**config.mk**
```make
export PLATFORM = sky130hd
export DESIGN_NAME = jct_top
export DESIGN_NICKNAME = d
export VERILOG_FILES = /design/src/common/jct_pkg.sv /design/src/design/jct_top.sv
export VERILOG_INCLUDE_DIRS = /design/src /design/src/common
export SDC_FILE = /design/constraint.sdc
export NUM_CORES = 2
export LEC_CHECK = 0
export ABC_AREA = 1
export BUFFER_PORTS_ARGS = -buffer_cell sky130_fd_sc_hd__buf_4
export CORE_ASPECT_RATIO = 1.1
export CORE_MARGIN = 2
export CORE_UTILIZATION = 56
export DETAILED_ROUTE_END_ITERATION = 12
export PLACE_DENSITY_LB_ADDON = 0.08
export SYNTH_ARGS = -nofsm -noshare
export SYNTH_HDL_FRONTEND = slang
export SYNTH_SLANG_ARGS = --single-unit
```
**constraint.sdc**
```tcl
create_clock -name ref_clk -period 6.6 [get_ports ref_clk]
set_clock_uncertainty 0.05 [all_clocks]
set_input_delay 0 -clock ref_clk [delete_from_list [all_inputs] [get_ports ref_clk]]
set_output_delay 0 -clock ref_clk [all_outputs]
set_load 0.05 [all_outputs]
```
**src/common/jct_consts.svh**
```systemverilog
// Offsets, field positions, reset values and timing counts of the job-cycle and telegram block
//
// Summary of operation
// - Triggers inside minimum job time are discarded
// - Maximum job time aborts job, result not OK
// - Unfinished detectors forced false on abort
// - Cycle time runs trigger to output update
// - Outputs and Valid update right after evaluation
// - Ready held low until minimum time elapsed
// - Up to 20 pending delayed ejector pulses
// - Ejector queue only in ejector-only delay mode
// - Telegram encoding selectable binary or ASCII
// - Start characters precede the payload
// - Trailer characters follow the payload
// - Separator after each value, ASCII only
// - End characters only on command responses, ASCII only
// - Standard fields emitted in fixed order
// - Selected-fields item shows enabled fields
// - Short values padded: spaces or zeros
// - Only active entries, in list order
// - Up to configured per-object values emitted
// - Accepted trigger drops Ready and Valid
// - Sinking mode inverts every output level
`ifndef JCT_CONSTS_SVH
`define JCT_CONSTS_SVH

// ----------------------------------------------------------------
// Register offsets
// ----------------------------------------------------------------
`define JCT_REG_CTRL 8'h00
`define JCT_REG_FIELDS 8'h04
`define JCT_REG_MIN_MS 8'h08
`define JCT_REG_MAX_MS 8'h0c
`define JCT_REG_EJECT 8'h10
`define JCT_REG_START 8'h14
`define JCT_REG_TRAIL 8'h18
`define JCT_REG_SEP 8'h1c
`define JCT_REG_EOT 8'h20
`define JCT_REG_JOBNO 8'h24
`define JCT_REG_STATUS 8'h28
`define JCT_REG_EXEC 8'h2c
`define JCT_REG_ENTRY0 8'h30

// ----------------------------------------------------------------
// Control bits and sizes
// ----------------------------------------------------------------
`define JCT_CTRL_CYC_EN 0
`define JCT_CTRL_ASCII 1
`define JCT_CTRL_EJ_ONLY 2
`define JCT_CTRL_MULTI 3
`define JCT_CTRL_SINK 4
`define JCT_CTRL_EOT_HEX 5
`define JCT_STAT_OVF 4
`define JCT_CTRL_RST 6'h00
`define JCT_FIELDS_RST 9'h000
`define JCT_QUEUE_DEPTH 20
`define JCT_N_ENTRY 4
`define JCT_N_FIELD 9

// ----------------------------------------------------------------
// Timing
// ----------------------------------------------------------------
`define JCT_CLK_PERIOD_NS 10
`define JCT_MS_NS 1000000
`define JCT_MS_CYCLES (`JCT_MS_NS / `JCT_CLK_PERIOD_NS)

`endif

```
**src/common/jct_pkg.sv**
```systemverilog
// Types shared by the job-cycle and telegram block
package jct_pkg;

    // Result output group, one bit per pin
    typedef struct packed {
        logic ready;
        logic valid;
        logic ok;
        logic ejector;
        logic [7:0] det;
    } jct_out_t;

    // Telegram byte stream toward the transport
    typedef struct packed {
        logic valid;
        logic [7:0] data;
    } jct_tx_t;

    typedef enum {J_IDLE, J_BUSY, J_HOLD} jct_job_st_t;

    typedef enum {T_IDLE, T_START, T_FIELD, T_PAY, T_EMIT, T_SEP, T_TRAIL, T_EOT} jct_tx_st_t;

endpackage

```
**src/design/jct_top.sv**
```systemverilog
// Job-cycle timer, ejector queue and result telegram framer
//
// The implementer's own choices: the register offsets and strobed register access.
`include "jct_consts.svh"

module jct_top #(
    parameter int MS_CYCLES = `JCT_MS_CYCLES
) (
    input wire logic ref_clk,
    input wire logic srst,
    input wire logic trigger_pin,
    input wire logic eval_done,
    input wire logic eval_ok,
    input wire logic [7:0] det_done,
    input wire logic [7:0] det_result,
    input wire logic [7:0] dig_outs,
    input wire logic [7:0] log_outs,
    input wire logic [15:0] val_data,
    input wire logic resp_end,
    input wire logic tx_ready,
    input wire logic [7:0] reg_addr,
    input wire logic [31:0] reg_wdata,
    input wire logic reg_wr,
    input wire logic reg_rd,
    output logic [31:0] reg_rdata,
    output logic job_start,
    output logic job_abort,
    output logic [6:0] val_sel,
    output jct_pkg::jct_out_t pins,
    output jct_pkg::jct_tx_t tx
);
    import jct_pkg::*;

    // ----------------------------------------------------------------
    // Register file
    // ----------------------------------------------------------------
    logic [5:0] ctrl_ff;
    logic [8:0] fields_ff;
    logic [15:0] min_ff, max_ff, ej_dly_ff, ej_len_ff;
    logic [25:0] start_ff, trail_ff, sep_ff, eot_ff;
    logic [7:0] jobno_ff;
    logic [11:0] entry_ff [`JCT_N_ENTRY];
    logic [31:0] rdata_ff;
    logic ovf_ff;
    logic [15:0] exec_ff;
    logic ready_ff, valid_ff, ok_ff, abort_ff, eject_ff;
    logic [7:0] det_ff;
    logic [4:0] q_cnt_ff;
    logic wr_hit;

    assign wr_hit = reg_wr;

    // Software writable configuration
    always_ff @(posedge ref_clk) begin
        if (srst) begin
            ctrl_ff <= `JCT_CTRL_RST;
            fields_ff <= `JCT_FIELDS_RST;
            min_ff <= 16'h0000;
            max_ff <= 16'h0000;
            ej_dly_ff <= 16'h0000;
            ej_len_ff <= 16'h0001;
            start_ff <= 26'h0000000;
            trail_ff <= 26'h0000000;
            sep_ff <= 26'h0000000;
            eot_ff <= 26'h0000000;
            jobno_ff <= 8'h00;
        end else if (wr_hit) begin
            unique case (reg_addr)
                `JCT_REG_CTRL: ctrl_ff <= reg_wdata[5:0];
                `JCT_REG_FIELDS: fields_ff <= reg_wdata[8:0];
                `JCT_REG_MIN_MS: min_ff <= reg_wdata[15:0];
                `JCT_REG_MAX_MS: max_ff <= reg_wdata[15:0];
                `JCT_REG_EJECT: begin
                    ej_dly_ff <= reg_wdata[15:0];
                    ej_len_ff <= reg_wdata[31:16];
                end
                `JCT_REG_START: start_ff <= reg_wdata[25:0];
                `JCT_REG_TRAIL: trail_ff <= reg_wdata[25:0];
                `JCT_REG_SEP: sep_ff <= reg_wdata[25:0];
                `JCT_REG_EOT: eot_ff <= reg_wdata[25:0];
                `JCT_REG_JOBNO: jobno_ff <= reg_wdata[7:0];
                default: ;
            endcase
        end
    end

    // Payload list, one word per entry
    genvar ge;
    generate
        for (ge = 0; ge < `JCT_N_ENTRY; ge++) begin : g_entry
            always_ff @(posedge ref_clk) begin
                if (srst) begin
                    entry_ff[ge] <= 12'h000;
                end else if (reg_wr && reg_addr == `JCT_REG_ENTRY0 + 8'(4 * ge)) begin
                    entry_ff[ge] <= reg_wdata[11:0];
                end
            end
        end
    endgenerate

    // Read data stands one cycle after the strobe; unmapped reads zero
    always_ff @(posedge ref_clk) begin
        if (srst) begin
            rdata_ff <= 32'h00000000;
        end else if (reg_rd) begin
            rdata_ff <= 32'h00000000;
            unique case (reg_addr)
                `JCT_REG_CTRL: rdata_ff <= {26'h0, ctrl_ff};
                `JCT_REG_FIELDS: rdata_ff <= {23'h0, fields_ff};
                `JCT_REG_MIN_MS: rdata_ff <= {16'h0, min_ff};
                `JCT_REG_MAX_MS: rdata_ff <= {16'h0, max_ff};
                `JCT_REG_EJECT: rdata_ff <= {ej_len_ff, ej_dly_ff};
                `JCT_REG_START: rdata_ff <= {6'h0, start_ff};
                `JCT_REG_TRAIL: rdata_ff <= {6'h0, trail_ff};
                `JCT_REG_SEP: rdata_ff <= {6'h0, sep_ff};
                `JCT_REG_EOT: rdata_ff <= {6'h0, eot_ff};
                `JCT_REG_JOBNO: rdata_ff <= {24'h0, jobno_ff};
                `JCT_REG_STATUS: rdata_ff <= {19'h0, q_cnt_ff, 3'h0, ovf_ff, abort_ff, ok_ff, valid_ff, ready_ff};
                `JCT_REG_EXEC: rdata_ff <= {16'h0, exec_ff};
                `JCT_REG_ENTRY0 + 8'h00: rdata_ff <= {20'h0, entry_ff[0]};
                `JCT_REG_ENTRY0 + 8'h04: rdata_ff <= {20'h0, entry_ff[1]};
                `JCT_REG_ENTRY0 + 8'h08: rdata_ff <= {20'h0, entry_ff[2]};
                `JCT_REG_ENTRY0 + 8'h0c: rdata_ff <= {20'h0, entry_ff[3]};
                default: rdata_ff <= 32'h00000000;
            endcase
        end
    end
    assign reg_rdata = rdata_ff;

    // ----------------------------------------------------------------
    // Trigger synchroniser and millisecond tick
    // ----------------------------------------------------------------
    logic trg_s1_ff, trg_s2_ff, trg_d_ff, trg_rise, accept, tick;
    logic [16:0] div_ff;
    logic [15:0] now_ff, el_ff;
    jct_job_st_t job_ff;

    always_ff @(posedge ref_clk) begin
        if (srst) begin
            trg_s1_ff <= 1'b0;
            trg_s2_ff <= 1'b0;
            trg_d_ff <= 1'b0;
        end else begin
            trg_s1_ff <= trigger_pin;
            trg_s2_ff <= trg_s1_ff;
            trg_d_ff <= trg_s2_ff;
        end
    end
    assign trg_rise = trg_s2_ff & ~trg_d_ff;
    assign accept = trg_rise && job_ff == J_IDLE;

    // millisecond tick divider
    // Restarted on accept so job times are exact to one clock
    always_ff @(posedge ref_clk) begin
        if (srst || accept || tick) begin
            div_ff <= 17'h00000;
        end else begin
            div_ff <= div_ff + 17'h00001;
        end
    end
    assign tick = div_ff == 17'(MS_CYCLES - 1);

    // Free running time base for ejector due times
    always_ff @(posedge ref_clk) begin
        if (srst) begin
            now_ff <= 16'h0000;
        end else if (tick) begin
            now_ff <= now_ff + 16'h0001;
        end
    end

    // ----------------------------------------------------------------
    // Job cycle control
    // ----------------------------------------------------------------
    logic min_done, max_hit, res_upd;

    always_ff @(posedge ref_clk) begin
        if (srst || accept) begin
            el_ff <= 16'h0000;
        end else if (tick && el_ff != 16'hffff) begin
            el_ff <= el_ff + 16'h0001;
        end
    end

    assign min_done = !ctrl_ff[`JCT_CTRL_CYC_EN] || el_ff >= min_ff;
    assign max_hit = ctrl_ff[`JCT_CTRL_CYC_EN] && max_ff != 16'h0000 && el_ff >= max_ff;
    assign res_upd = job_ff == J_BUSY && (eval_done || max_hit);

    // Job sequencer
    always_ff @(posedge ref_clk) begin
        if (srst) begin
            job_ff <= J_IDLE;
        end else begin
            unique case (job_ff)
                J_IDLE: if (accept) job_ff <= J_BUSY;
                J_BUSY: if (res_upd) job_ff <= min_done ? J_IDLE : J_HOLD;
                J_HOLD: if (min_done) job_ff <= J_IDLE;
            endcase
        end
    end

    // Ready and Valid
    always_ff @(posedge ref_clk) begin
        if (srst) begin
            ready_ff <= 1'b1;
            valid_ff <= 1'b0;
        end else if (accept) begin
            ready_ff <= 1'b0;
            valid_ff <= 1'b0;
        end else begin
            if (res_upd) valid_ff <= 1'b1;
            if ((job_ff == J_BUSY && res_upd || job_ff == J_HOLD) && min_done) ready_ff <= 1'b1;
        end
    end

    // Result latch; an abort keeps only finished detector results
    always_ff @(posedge ref_clk) begin
        if (srst) begin
            ok_ff <= 1'b0;
            abort_ff <= 1'b0;
            det_ff <= 8'h00;
            exec_ff <= 16'h0000;
        end else if (res_upd) begin
            exec_ff <= el_ff;
            if (!eval_done) begin
                ok_ff <= 1'b0;
                abort_ff <= 1'b1;
                det_ff <= det_result & det_done;
            end else begin
                ok_ff <= eval_ok;
                abort_ff <= 1'b0;
                det_ff <= det_result;
            end
        end
    end

    assign job_start = accept;
    assign job_abort = res_upd && !eval_done;

    // ----------------------------------------------------------------
    // Delayed ejector queue
    // ----------------------------------------------------------------
    logic [15:0] due_ff [`JCT_QUEUE_DEPTH];
    logic [4:0] q_wr_ff, q_rd_ff;
    logic [15:0] ej_run_ff;
    logic q_push, q_room, q_pop;
    logic [15:0] q_late;

    // depth of 20 with multi mode, else one
    assign q_room = ctrl_ff[`JCT_CTRL_MULTI] ? q_cnt_ff < 5'(`JCT_QUEUE_DEPTH) : q_cnt_ff == 5'h00;
    assign q_push = res_upd && ctrl_ff[`JCT_CTRL_EJ_ONLY] && !(eval_done && eval_ok);
    assign q_late = now_ff - due_ff[q_rd_ff];
    assign q_pop = tick && q_cnt_ff != 5'h00 && ej_run_ff == 16'h0000 && !q_late[15];

    always_ff @(posedge ref_clk) begin
        if (srst) begin
            q_wr_ff <= 5'h00;
            q_rd_ff <= 5'h00;
            q_cnt_ff <= 5'h00;
        end else begin
            if (q_push && q_room) begin
                due_ff[q_wr_ff] <= now_ff + ej_dly_ff;
                q_wr_ff <= q_wr_ff == 5'(`JCT_QUEUE_DEPTH - 1) ? 5'h00 : q_wr_ff + 5'h01;
            end
            if (q_pop) q_rd_ff <= q_rd_ff == 5'(`JCT_QUEUE_DEPTH - 1) ? 5'h00 : q_rd_ff + 5'h01;
            q_cnt_ff <= q_cnt_ff + 5'(q_push && q_room) - 5'(q_pop);
        end
    end

    // Overflow is sticky; a new overflow wins over a write-one clear
    always_ff @(posedge ref_clk) begin
        if (srst) begin
            ovf_ff <= 1'b0;
        end else if (q_push && !q_room) begin
            ovf_ff <= 1'b1;
        end else if (reg_wr && reg_addr == `JCT_REG_STATUS && reg_wdata[`JCT_STAT_OVF]) begin
            ovf_ff <= 1'b0;
        end
    end

    // Ejector pulse width in ms; immediate result when not delayed
    always_ff @(posedge ref_clk) begin
        if (srst) begin
            ej_run_ff <= 16'h0000;
        end else if (q_pop) begin
            ej_run_ff <= ej_len_ff;
        end else if (tick && ej_run_ff != 16'h0000) begin
            ej_run_ff <= ej_run_ff - 16'h0001;
        end
    end
    always_ff @(posedge ref_clk) begin
        if (srst) eject_ff <= 1'b0;
        else eject_ff <= ctrl_ff[`JCT_CTRL_EJ_ONLY] ? ej_run_ff != 16'h0000 : valid_ff & ~ok_ff;
    end

    // sinking mode inverts all levels, same register stage
    always_ff @(posedge ref_clk) begin
        if (srst) begin
            pins <= '0;
        end else begin
            pins <= {ready_ff, valid_ff, ok_ff, eject_ff, det_ff} ^ {12{ctrl_ff[`JCT_CTRL_SINK]}};
        end
    end

    // ----------------------------------------------------------------
    // Telegram framer
    // ----------------------------------------------------------------
    jct_tx_st_t ts_ff;
    logic [3:0] fi_ff;
    logic [1:0] pi_ff;
    logic [3:0] oi_ff, ci_ff;
    logic [4:0] pos_ff;
    logic [15:0] v_ff;
    logic [3:0] n_ff, m_ff;
    logic in_pay_ff, tel_pend_ff, eot_pend_ff;
    logic [7:0] chk_ff, nvals;
    logic ascii, fire, lst_end;
    logic [25:0] lst;
    logic [3:0] total, len, pad, k, sh;
    logic [7:0] ch;
    logic [11:0] ent;
    logic [3:0] ocnt;

    function automatic logic [7:0] hexc(input logic [3:0] d);
        hexc = d < 4'ha ? 8'h30 + {4'h0, d} : 8'h37 + {4'h0, d};
    endfunction

    assign ascii = ctrl_ff[`JCT_CTRL_ASCII];
    assign ent = entry_ff[pi_ff];
    assign ocnt = ent[11:8] == 4'h0 ? 4'h1 : ent[11:8];
    assign val_sel = {ent[3:1], oi_ff};

    // Payload value count for the data length field
    always_comb begin
        nvals = 8'h00;
        for (int i = 0; i < `JCT_N_ENTRY; i++) begin
            if (entry_ff[i][0]) nvals = nvals + {4'h0, entry_ff[i][11:8] == 4'h0 ? 4'h1 : entry_ff[i][11:8]};
        end
    end

    // Character list of the current list state; EOT may go out as hex text
    always_comb begin
        unique case (ts_ff)
            T_START: lst = start_ff;
            T_TRAIL: lst = trail_ff;
            T_SEP: lst = sep_ff;
            default: lst = eot_ff;
        endcase
        total = (ts_ff == T_EOT && ctrl_ff[`JCT_CTRL_EOT_HEX]) ? {1'b0, lst[25:24], 1'b0} : {2'b00, lst[25:24]};
        lst_end = ci_ff >= total;
        len = m_ff > n_ff ? m_ff : n_ff;
        pad = len - n_ff;
        k = pos_ff[3:0] - pad;
        sh = n_ff - 4'h1 - k;
        ch = 8'h00;
        if (ts_ff == T_EMIT) begin
            if (pos_ff[3:0] < pad) ch = ascii ? 8'h20 : 8'h00;
            else if (ascii) ch = hexc(4'(v_ff >> {sh, 2'b00}));
            else ch = 8'(v_ff >> {sh, 3'b000});
        end else if (ts_ff == T_EOT && ctrl_ff[`JCT_CTRL_EOT_HEX]) begin
            ch = hexc(4'(lst >> {ci_ff[2:1], ~ci_ff[0], 2'b00}));
        end else begin
            ch = 8'(lst >> {ci_ff[1:0], 3'b000});
        end
    end

    assign tx.valid = ts_ff == T_EMIT || ((ts_ff == T_START || ts_ff == T_TRAIL || ts_ff == T_SEP
                      || ts_ff == T_EOT) && !lst_end);
    assign tx.data = ch;
    assign fire = tx.valid && tx_ready;

    // Pending requests; a new request wins over the clear on start
    always_ff @(posedge ref_clk) begin
        if (srst) begin
            tel_pend_ff <= 1'b0;
            eot_pend_ff <= 1'b0;
        end else begin
            if (res_upd) tel_pend_ff <= 1'b1;
            else if (ts_ff == T_IDLE) tel_pend_ff <= 1'b0;
            // end characters on responses, ASCII only
            if (resp_end && ascii) eot_pend_ff <= 1'b1;
            else if (ts_ff == T_IDLE && !tel_pend_ff) eot_pend_ff <= 1'b0;
        end
    end

    // Running byte sum for the checksum field
    always_ff @(posedge ref_clk) begin
        if (srst || ts_ff == T_IDLE) chk_ff <= 8'h00;
        else if (fire) chk_ff <= chk_ff + ch;
    end

    // Framer sequencer
    always_ff @(posedge ref_clk) begin
        if (srst) begin
            ts_ff <= T_IDLE;
            fi_ff <= 4'h0;
            pi_ff <= 2'h0;
            oi_ff <= 4'h0;
            ci_ff <= 4'h0;
            pos_ff <= 5'h00;
            v_ff <= 16'h0000;
            n_ff <= 4'h1;
            m_ff <= 4'h0;
            in_pay_ff <= 1'b0;
        end else begin
            unique case (ts_ff)
                T_IDLE: begin
                    ci_ff <= 4'h0;
                    fi_ff <= 4'h0;
                    pi_ff <= 2'h0;
                    oi_ff <= 4'h0;
                    in_pay_ff <= 1'b0;
                    if (tel_pend_ff) ts_ff <= T_START;
                    else if (eot_pend_ff) ts_ff <= T_EOT;
                end
                T_START, T_SEP: begin
                    if (lst_end) begin
                        ci_ff <= 4'h0;
                        ts_ff <= (ts_ff == T_SEP && in_pay_ff) ? T_PAY : T_FIELD;
                    end else if (fire) ci_ff <= ci_ff + 4'h1;
                end
                T_FIELD: begin
                    pos_ff <= 5'h00;
                    m_ff <= 4'h0;
                    if (fi_ff == 4'(`JCT_N_FIELD)) begin
                        in_pay_ff <= 1'b1;
                        ts_ff <= T_PAY;
                    end else begin
                        fi_ff <= fi_ff + 4'h1;
                        if (fields_ff[fi_ff]) begin
                            ts_ff <= T_EMIT;
                            n_ff <= (fi_ff == 4'h0 || fi_ff == 4'h6) ? (ascii ? 4'h4 : 4'h2) : (ascii ? 4'h2 : 4'h1);
                            unique case (fi_ff)
                                4'h0: v_ff <= {7'h00, fields_ff};
                                4'h1: v_ff <= {8'h00, nvals};
                                4'h2: v_ff <= {14'h0000, abort_ff, ok_ff};
                                4'h3: v_ff <= {8'h00, det_ff};
                                4'h4: v_ff <= {8'h00, dig_outs};
                                4'h5: v_ff <= {8'h00, log_outs};
                                4'h6: v_ff <= exec_ff;
                                4'h7: v_ff <= {8'h00, jobno_ff};
                                default: v_ff <= {8'h00, chk_ff};
                            endcase
                        end
                    end
                end
                T_PAY: begin
                    pos_ff <= 5'h00;
                    if (!ent[0] || oi_ff >= ocnt) begin
                        oi_ff <= 4'h0;
                        pi_ff <= pi_ff + 2'h1;
                        if (pi_ff == 2'(`JCT_N_ENTRY - 1)) ts_ff <= T_TRAIL;
                    end else begin
                        v_ff <= val_data;
                        n_ff <= ascii ? 4'h4 : 4'h2;
                        m_ff <= ent[7:4];
                        oi_ff <= oi_ff + 4'h1;
                        ts_ff <= T_EMIT;
                    end
                end
                T_EMIT: begin
                    if (fire) begin
                        pos_ff <= pos_ff + 5'h01;
                        if (pos_ff[3:0] == len - 4'h1) begin
                            ts_ff <= ascii ? T_SEP : (in_pay_ff ? T_PAY : T_FIELD);
                            ci_ff <= 4'h0;
                        end
                    end
                end
                T_TRAIL, T_EOT: begin
                    if (lst_end) ts_ff <= T_IDLE;
                    else if (fire) ci_ff <= ci_ff + 4'h1;
                end
            endcase
        end
    end

endmodule // jct_top

```
==> metrics <==
status completed; Sw Share 30.87%; Distinct cells, synth 66; FF-to-FF path depth 38; P_int 0.008650 W; cell area after layout 43590 um^2; MaxCap Viol Count 0; Avg Inst Size Synth 8.566 um^2; share of cells above drive strength 1 10.04%; ys async rst share 0%; CP startpoint kind flip-flop; antenna-violating nets left 0; Worst path max stage delay 0.48 ns; drt drc 0; nets 4842; Hold Crit Depth 5; Top Ports 159; period utilization 94.36%; routed vias/inst 6.036; Synth Net Count 4656; Slowest-stage cell, CP fa_1; Root Driver clkbuf_16; area of the multi-input gates 16010 um^2; Clk pin slew, worst setup/hold paths 0.06 ns; Main synth FF type dfxtp_1; CTS max path bufs 3; largest net degree at the start of global routing 98; switching power 0.003863 W; leakage 17.00 nW; Combinational Power Share 20.4%; FILL cells 5722; row cnt 99; Die Height 276.7 um; DP Cell Count 5291; full die area 69690 um^2; CP Capture Point chk_ff[7]; CORE AREA 66640 um^2; Total Routed Length 121.7 mm; critical setup path kind reg2reg; Die Width 251.9 um; DP HPWL 84.98 mm; Max Slew Vio Count 0; synthesis-to-finish area growth 15.16%; TritonCTS clock tree yes; origin of the worst setup path n_ff[2]; final period demand of the worst path 6.228 ns; Inserted Clock Buffers 81; Vias 33390; sequential fraction of design power 41.9%; dpl cell area 39930 um^2; GRT Util Overall 34.22%; VDD IR max 0.2686 mV; PwrDens 287.1 nW/um^2; Seq/Total Area, Yosys 50.99%; worst slew pin tran 1.273 ns; R2R Path End chk_ff[7]; Worst-Skew Late Latency 0.64 ns; sequential cell area 19310 um^2; HP Class in2reg; vias in the first global route 31210; number of I/O port buffers 158; Gate Count Post-Synth 4419; final setup fails 0; H-Tree Depth 3; Synth Cell Area 37850 um^2; routed length per instance 22.00 um; Highest Clock Rate 160.6 MHz; final cell count without fillers 5531; Clk pwr share 37.7%; Fin. Hold Viols 0; Setup crit end kind flip-flop; Starting DRT DRC Count 3444; CTS Sinks 780; Ys Warns 0; Post-synth EDFFs 368; effective utilization at floorplan 56.80%; GP Congestion 0.9907; flop-to-flop setup slack 0.37 ns; global route overflow 0; WP data arrival 6.75 ns; slew margin rel. 14.86%; first-pass GRT wire length 184.1 mm; flop and latch count out of synthesis 780; crit-path max FO 4; initial antenna violation count 5; most used cell, CP inv_1; FF-to-FF Start n_ff[2]; TritonRoute pass-1 iters 6; CP required 7.12 ns
## power groups by stage
stage               combinational, W  clock, W  sequential (W)
floorplan                    0.00163         0         0.00528
global placement             0.00234         0         0.00534
detailed placement           0.00236         0         0.00534
CTS                          0.00241   0.00475         0.00523
global route                 0.00279   0.00494         0.00525
finish                       0.00256   0.00471         0.00524
## metal layers
layer | part of all wire (%) | GRT usage [%]
met4 | 5.3 | 16.90
met2 | 47 | 56.37
met3 | 7.9 | 5.461
met5 | 0.038 | 0
met1 | 40 | 43.88
## timing repair
item | CTS | global route
endpoints found under the setup margin | 0 | 4
gates resized for setup | 0 | 11
hold endpoints to repair | 321 | 0
setup buffers | 0 | 3
hold buffers | 86 | 0
## worst max-delay path: cells and delay by family (launching register included)
family | cells | cell delay, ns
adders and majority gates | 8 | 2.45
buffers and inverters | 8 | 0.50
DFF | 1 | 0.36
AOI/OAI and AO/OA | 11 | 1.52
and+or+nand+nor | 10 | 1.07
xor gates and xnor gates | 1 | 0.20
## cells by family (layout without fill, tap and decap cells)
logic type	Yosys count	after routing	share of synthesized area (%)
XOR/XNOR	67	67	1.550
multiplexers	1	1	0.02645
AND/OR/NAND/NOR	1404	1404	15.82
AO/OA/AOI/OAI	1332	1332	19.63
flip-flops	780	780	50.99
buffers and inverters	695	947	7.160
adder cells (fa/ha/maj)	140	140	4.826
other	0	2	0
## cells in the mapped netlist (11+ instances only)
library cell / number / area (um^2)
o221ai_1: 31 / 271.5
xor2_1: 40 / 350.3
dfxtp_1: 412 / 8248
buf_2: 23 / 115.1
nor2_2: 19 / 118.9
nor4_1: 15 / 93.84
clkbuf_1: 175 / 656.9
o21ai_0: 545 / 2728
a21oi_1: 441 / 2207
a221oi_1: 44 / 385.4
nand2_1: 578 / 2170
inv_1: 437 / 1640
buf_1: 11 / 41.29
edfxtp_1: 368 / 11050
clkinv_1: 15 / 56.30
nand4_1: 53 / 331.6
a32o_1: 13 / 130.1
o2111ai_1: 11 / 96.34
o21ai_1: 33 / 165.2
inv_2: 20 / 75.07
o211ai_1: 16 / 120.1
nor2_1: 482 / 1809
o22ai_1: 131 / 819.5
ha_1: 130 / 1627
a31oi_1: 19 / 118.9
nor3_1: 52 / 260.3
nand3_1: 155 / 775.7
xnor2_1: 27 / 236.5
## state kept, by name (all words and copies together), names as in the netlist, 9 cells and up, named ones only
register,count
div_ff,17
due_ff,320
ej_dly_ff,16
ej_len_ff,16
ej_run_ff,16
el_ff,16
entry_ff,48
eot_ff,26
exec_ff,16
fields_ff,9
max_ff,16
min_ff,16
now_ff,16
pins,12
reg_rdata,32
sep_ff,26
start_ff,26
trail_ff,26
v_ff,16
## cells in the final DEF (no fill, tap or decap), types with 9 or more instances in the layout
cell type,count
dlygate4sd3_1,86
buf_4,234
bufinv_16,9
nor3_1,46
a221oi_1,44
clkinv_1,24
a31oi_1,19
edfxtp_1,368
xnor2_1,26
xor2_1,39
clkbuf_1,17
nand3_1,155
o21ai_1,35
nand4_1,53
nor2_1,476
a32o_1,13
o211ai_1,16
nor4_1,15
a21oi_1,438
nor2_2,23
o22ai_1,131
o2111ai_1,11
dfxtp_1,409
a211oi_1,10
o221ai_1,31
o311ai_0,9
clkinv_2,17
inv_1,433
fa_1,10
inv_2,23
nand2_1,577
o21ai_0,542
clkbuf_16,83
ha_1,127
## how the worst min path moves through the flow
stage | start | to | slack (ns)
after floorplan | trigger_pin | trg_s1_ff | 0.06
after global placement | reg_wdata[28] | ej_len_ff[12] | 0.18
after detailed placement | reg_wdata[30] | ej_len_ff[14] | 0.18
after CTS | reg_addr[1] | reg_rdata[24] | 0.002
after global routing | reg_addr[5] | start_ff[5] | 0.06
final | reg_addr[7] | reg_rdata[24] | 0.04
## through the flow
step / setup WS, ns / utilization, % / setup TNS [ns] / power (W) / hold WS (ns)
finish: 0.3722 / 65.41 / 0 / 0.01251 / 0.04272
global route: -0.01578 / 65.40 / -0.01578 / 0.01297 / 0.06320
CTS: 0.1018 / 65.28 / 0 / 0.01240 / 0.001999
detailed placement: 0.1541 / 59.92 / 0 / 0.007695 / 0.1815
global placement: 0.1923 / 59.92 / 0 / 0.007676 / 0.1763
floorplan: 0.02082 / - / 0 / 0.006907 / 0.05697
## cell type report
class	instances	share of cell area, %
Inverter	474	4.102
Clock inverter	43	1.119
Clock buffer	106	5.101
Tap cell	858	2.463
Multi-Input combinational cell	2944	36.72
Sequential cell	780	44.29
Antenna cell	2	0.01148
Timing Repair Buffer	324	6.189
(Power assumes the default switching activity.)
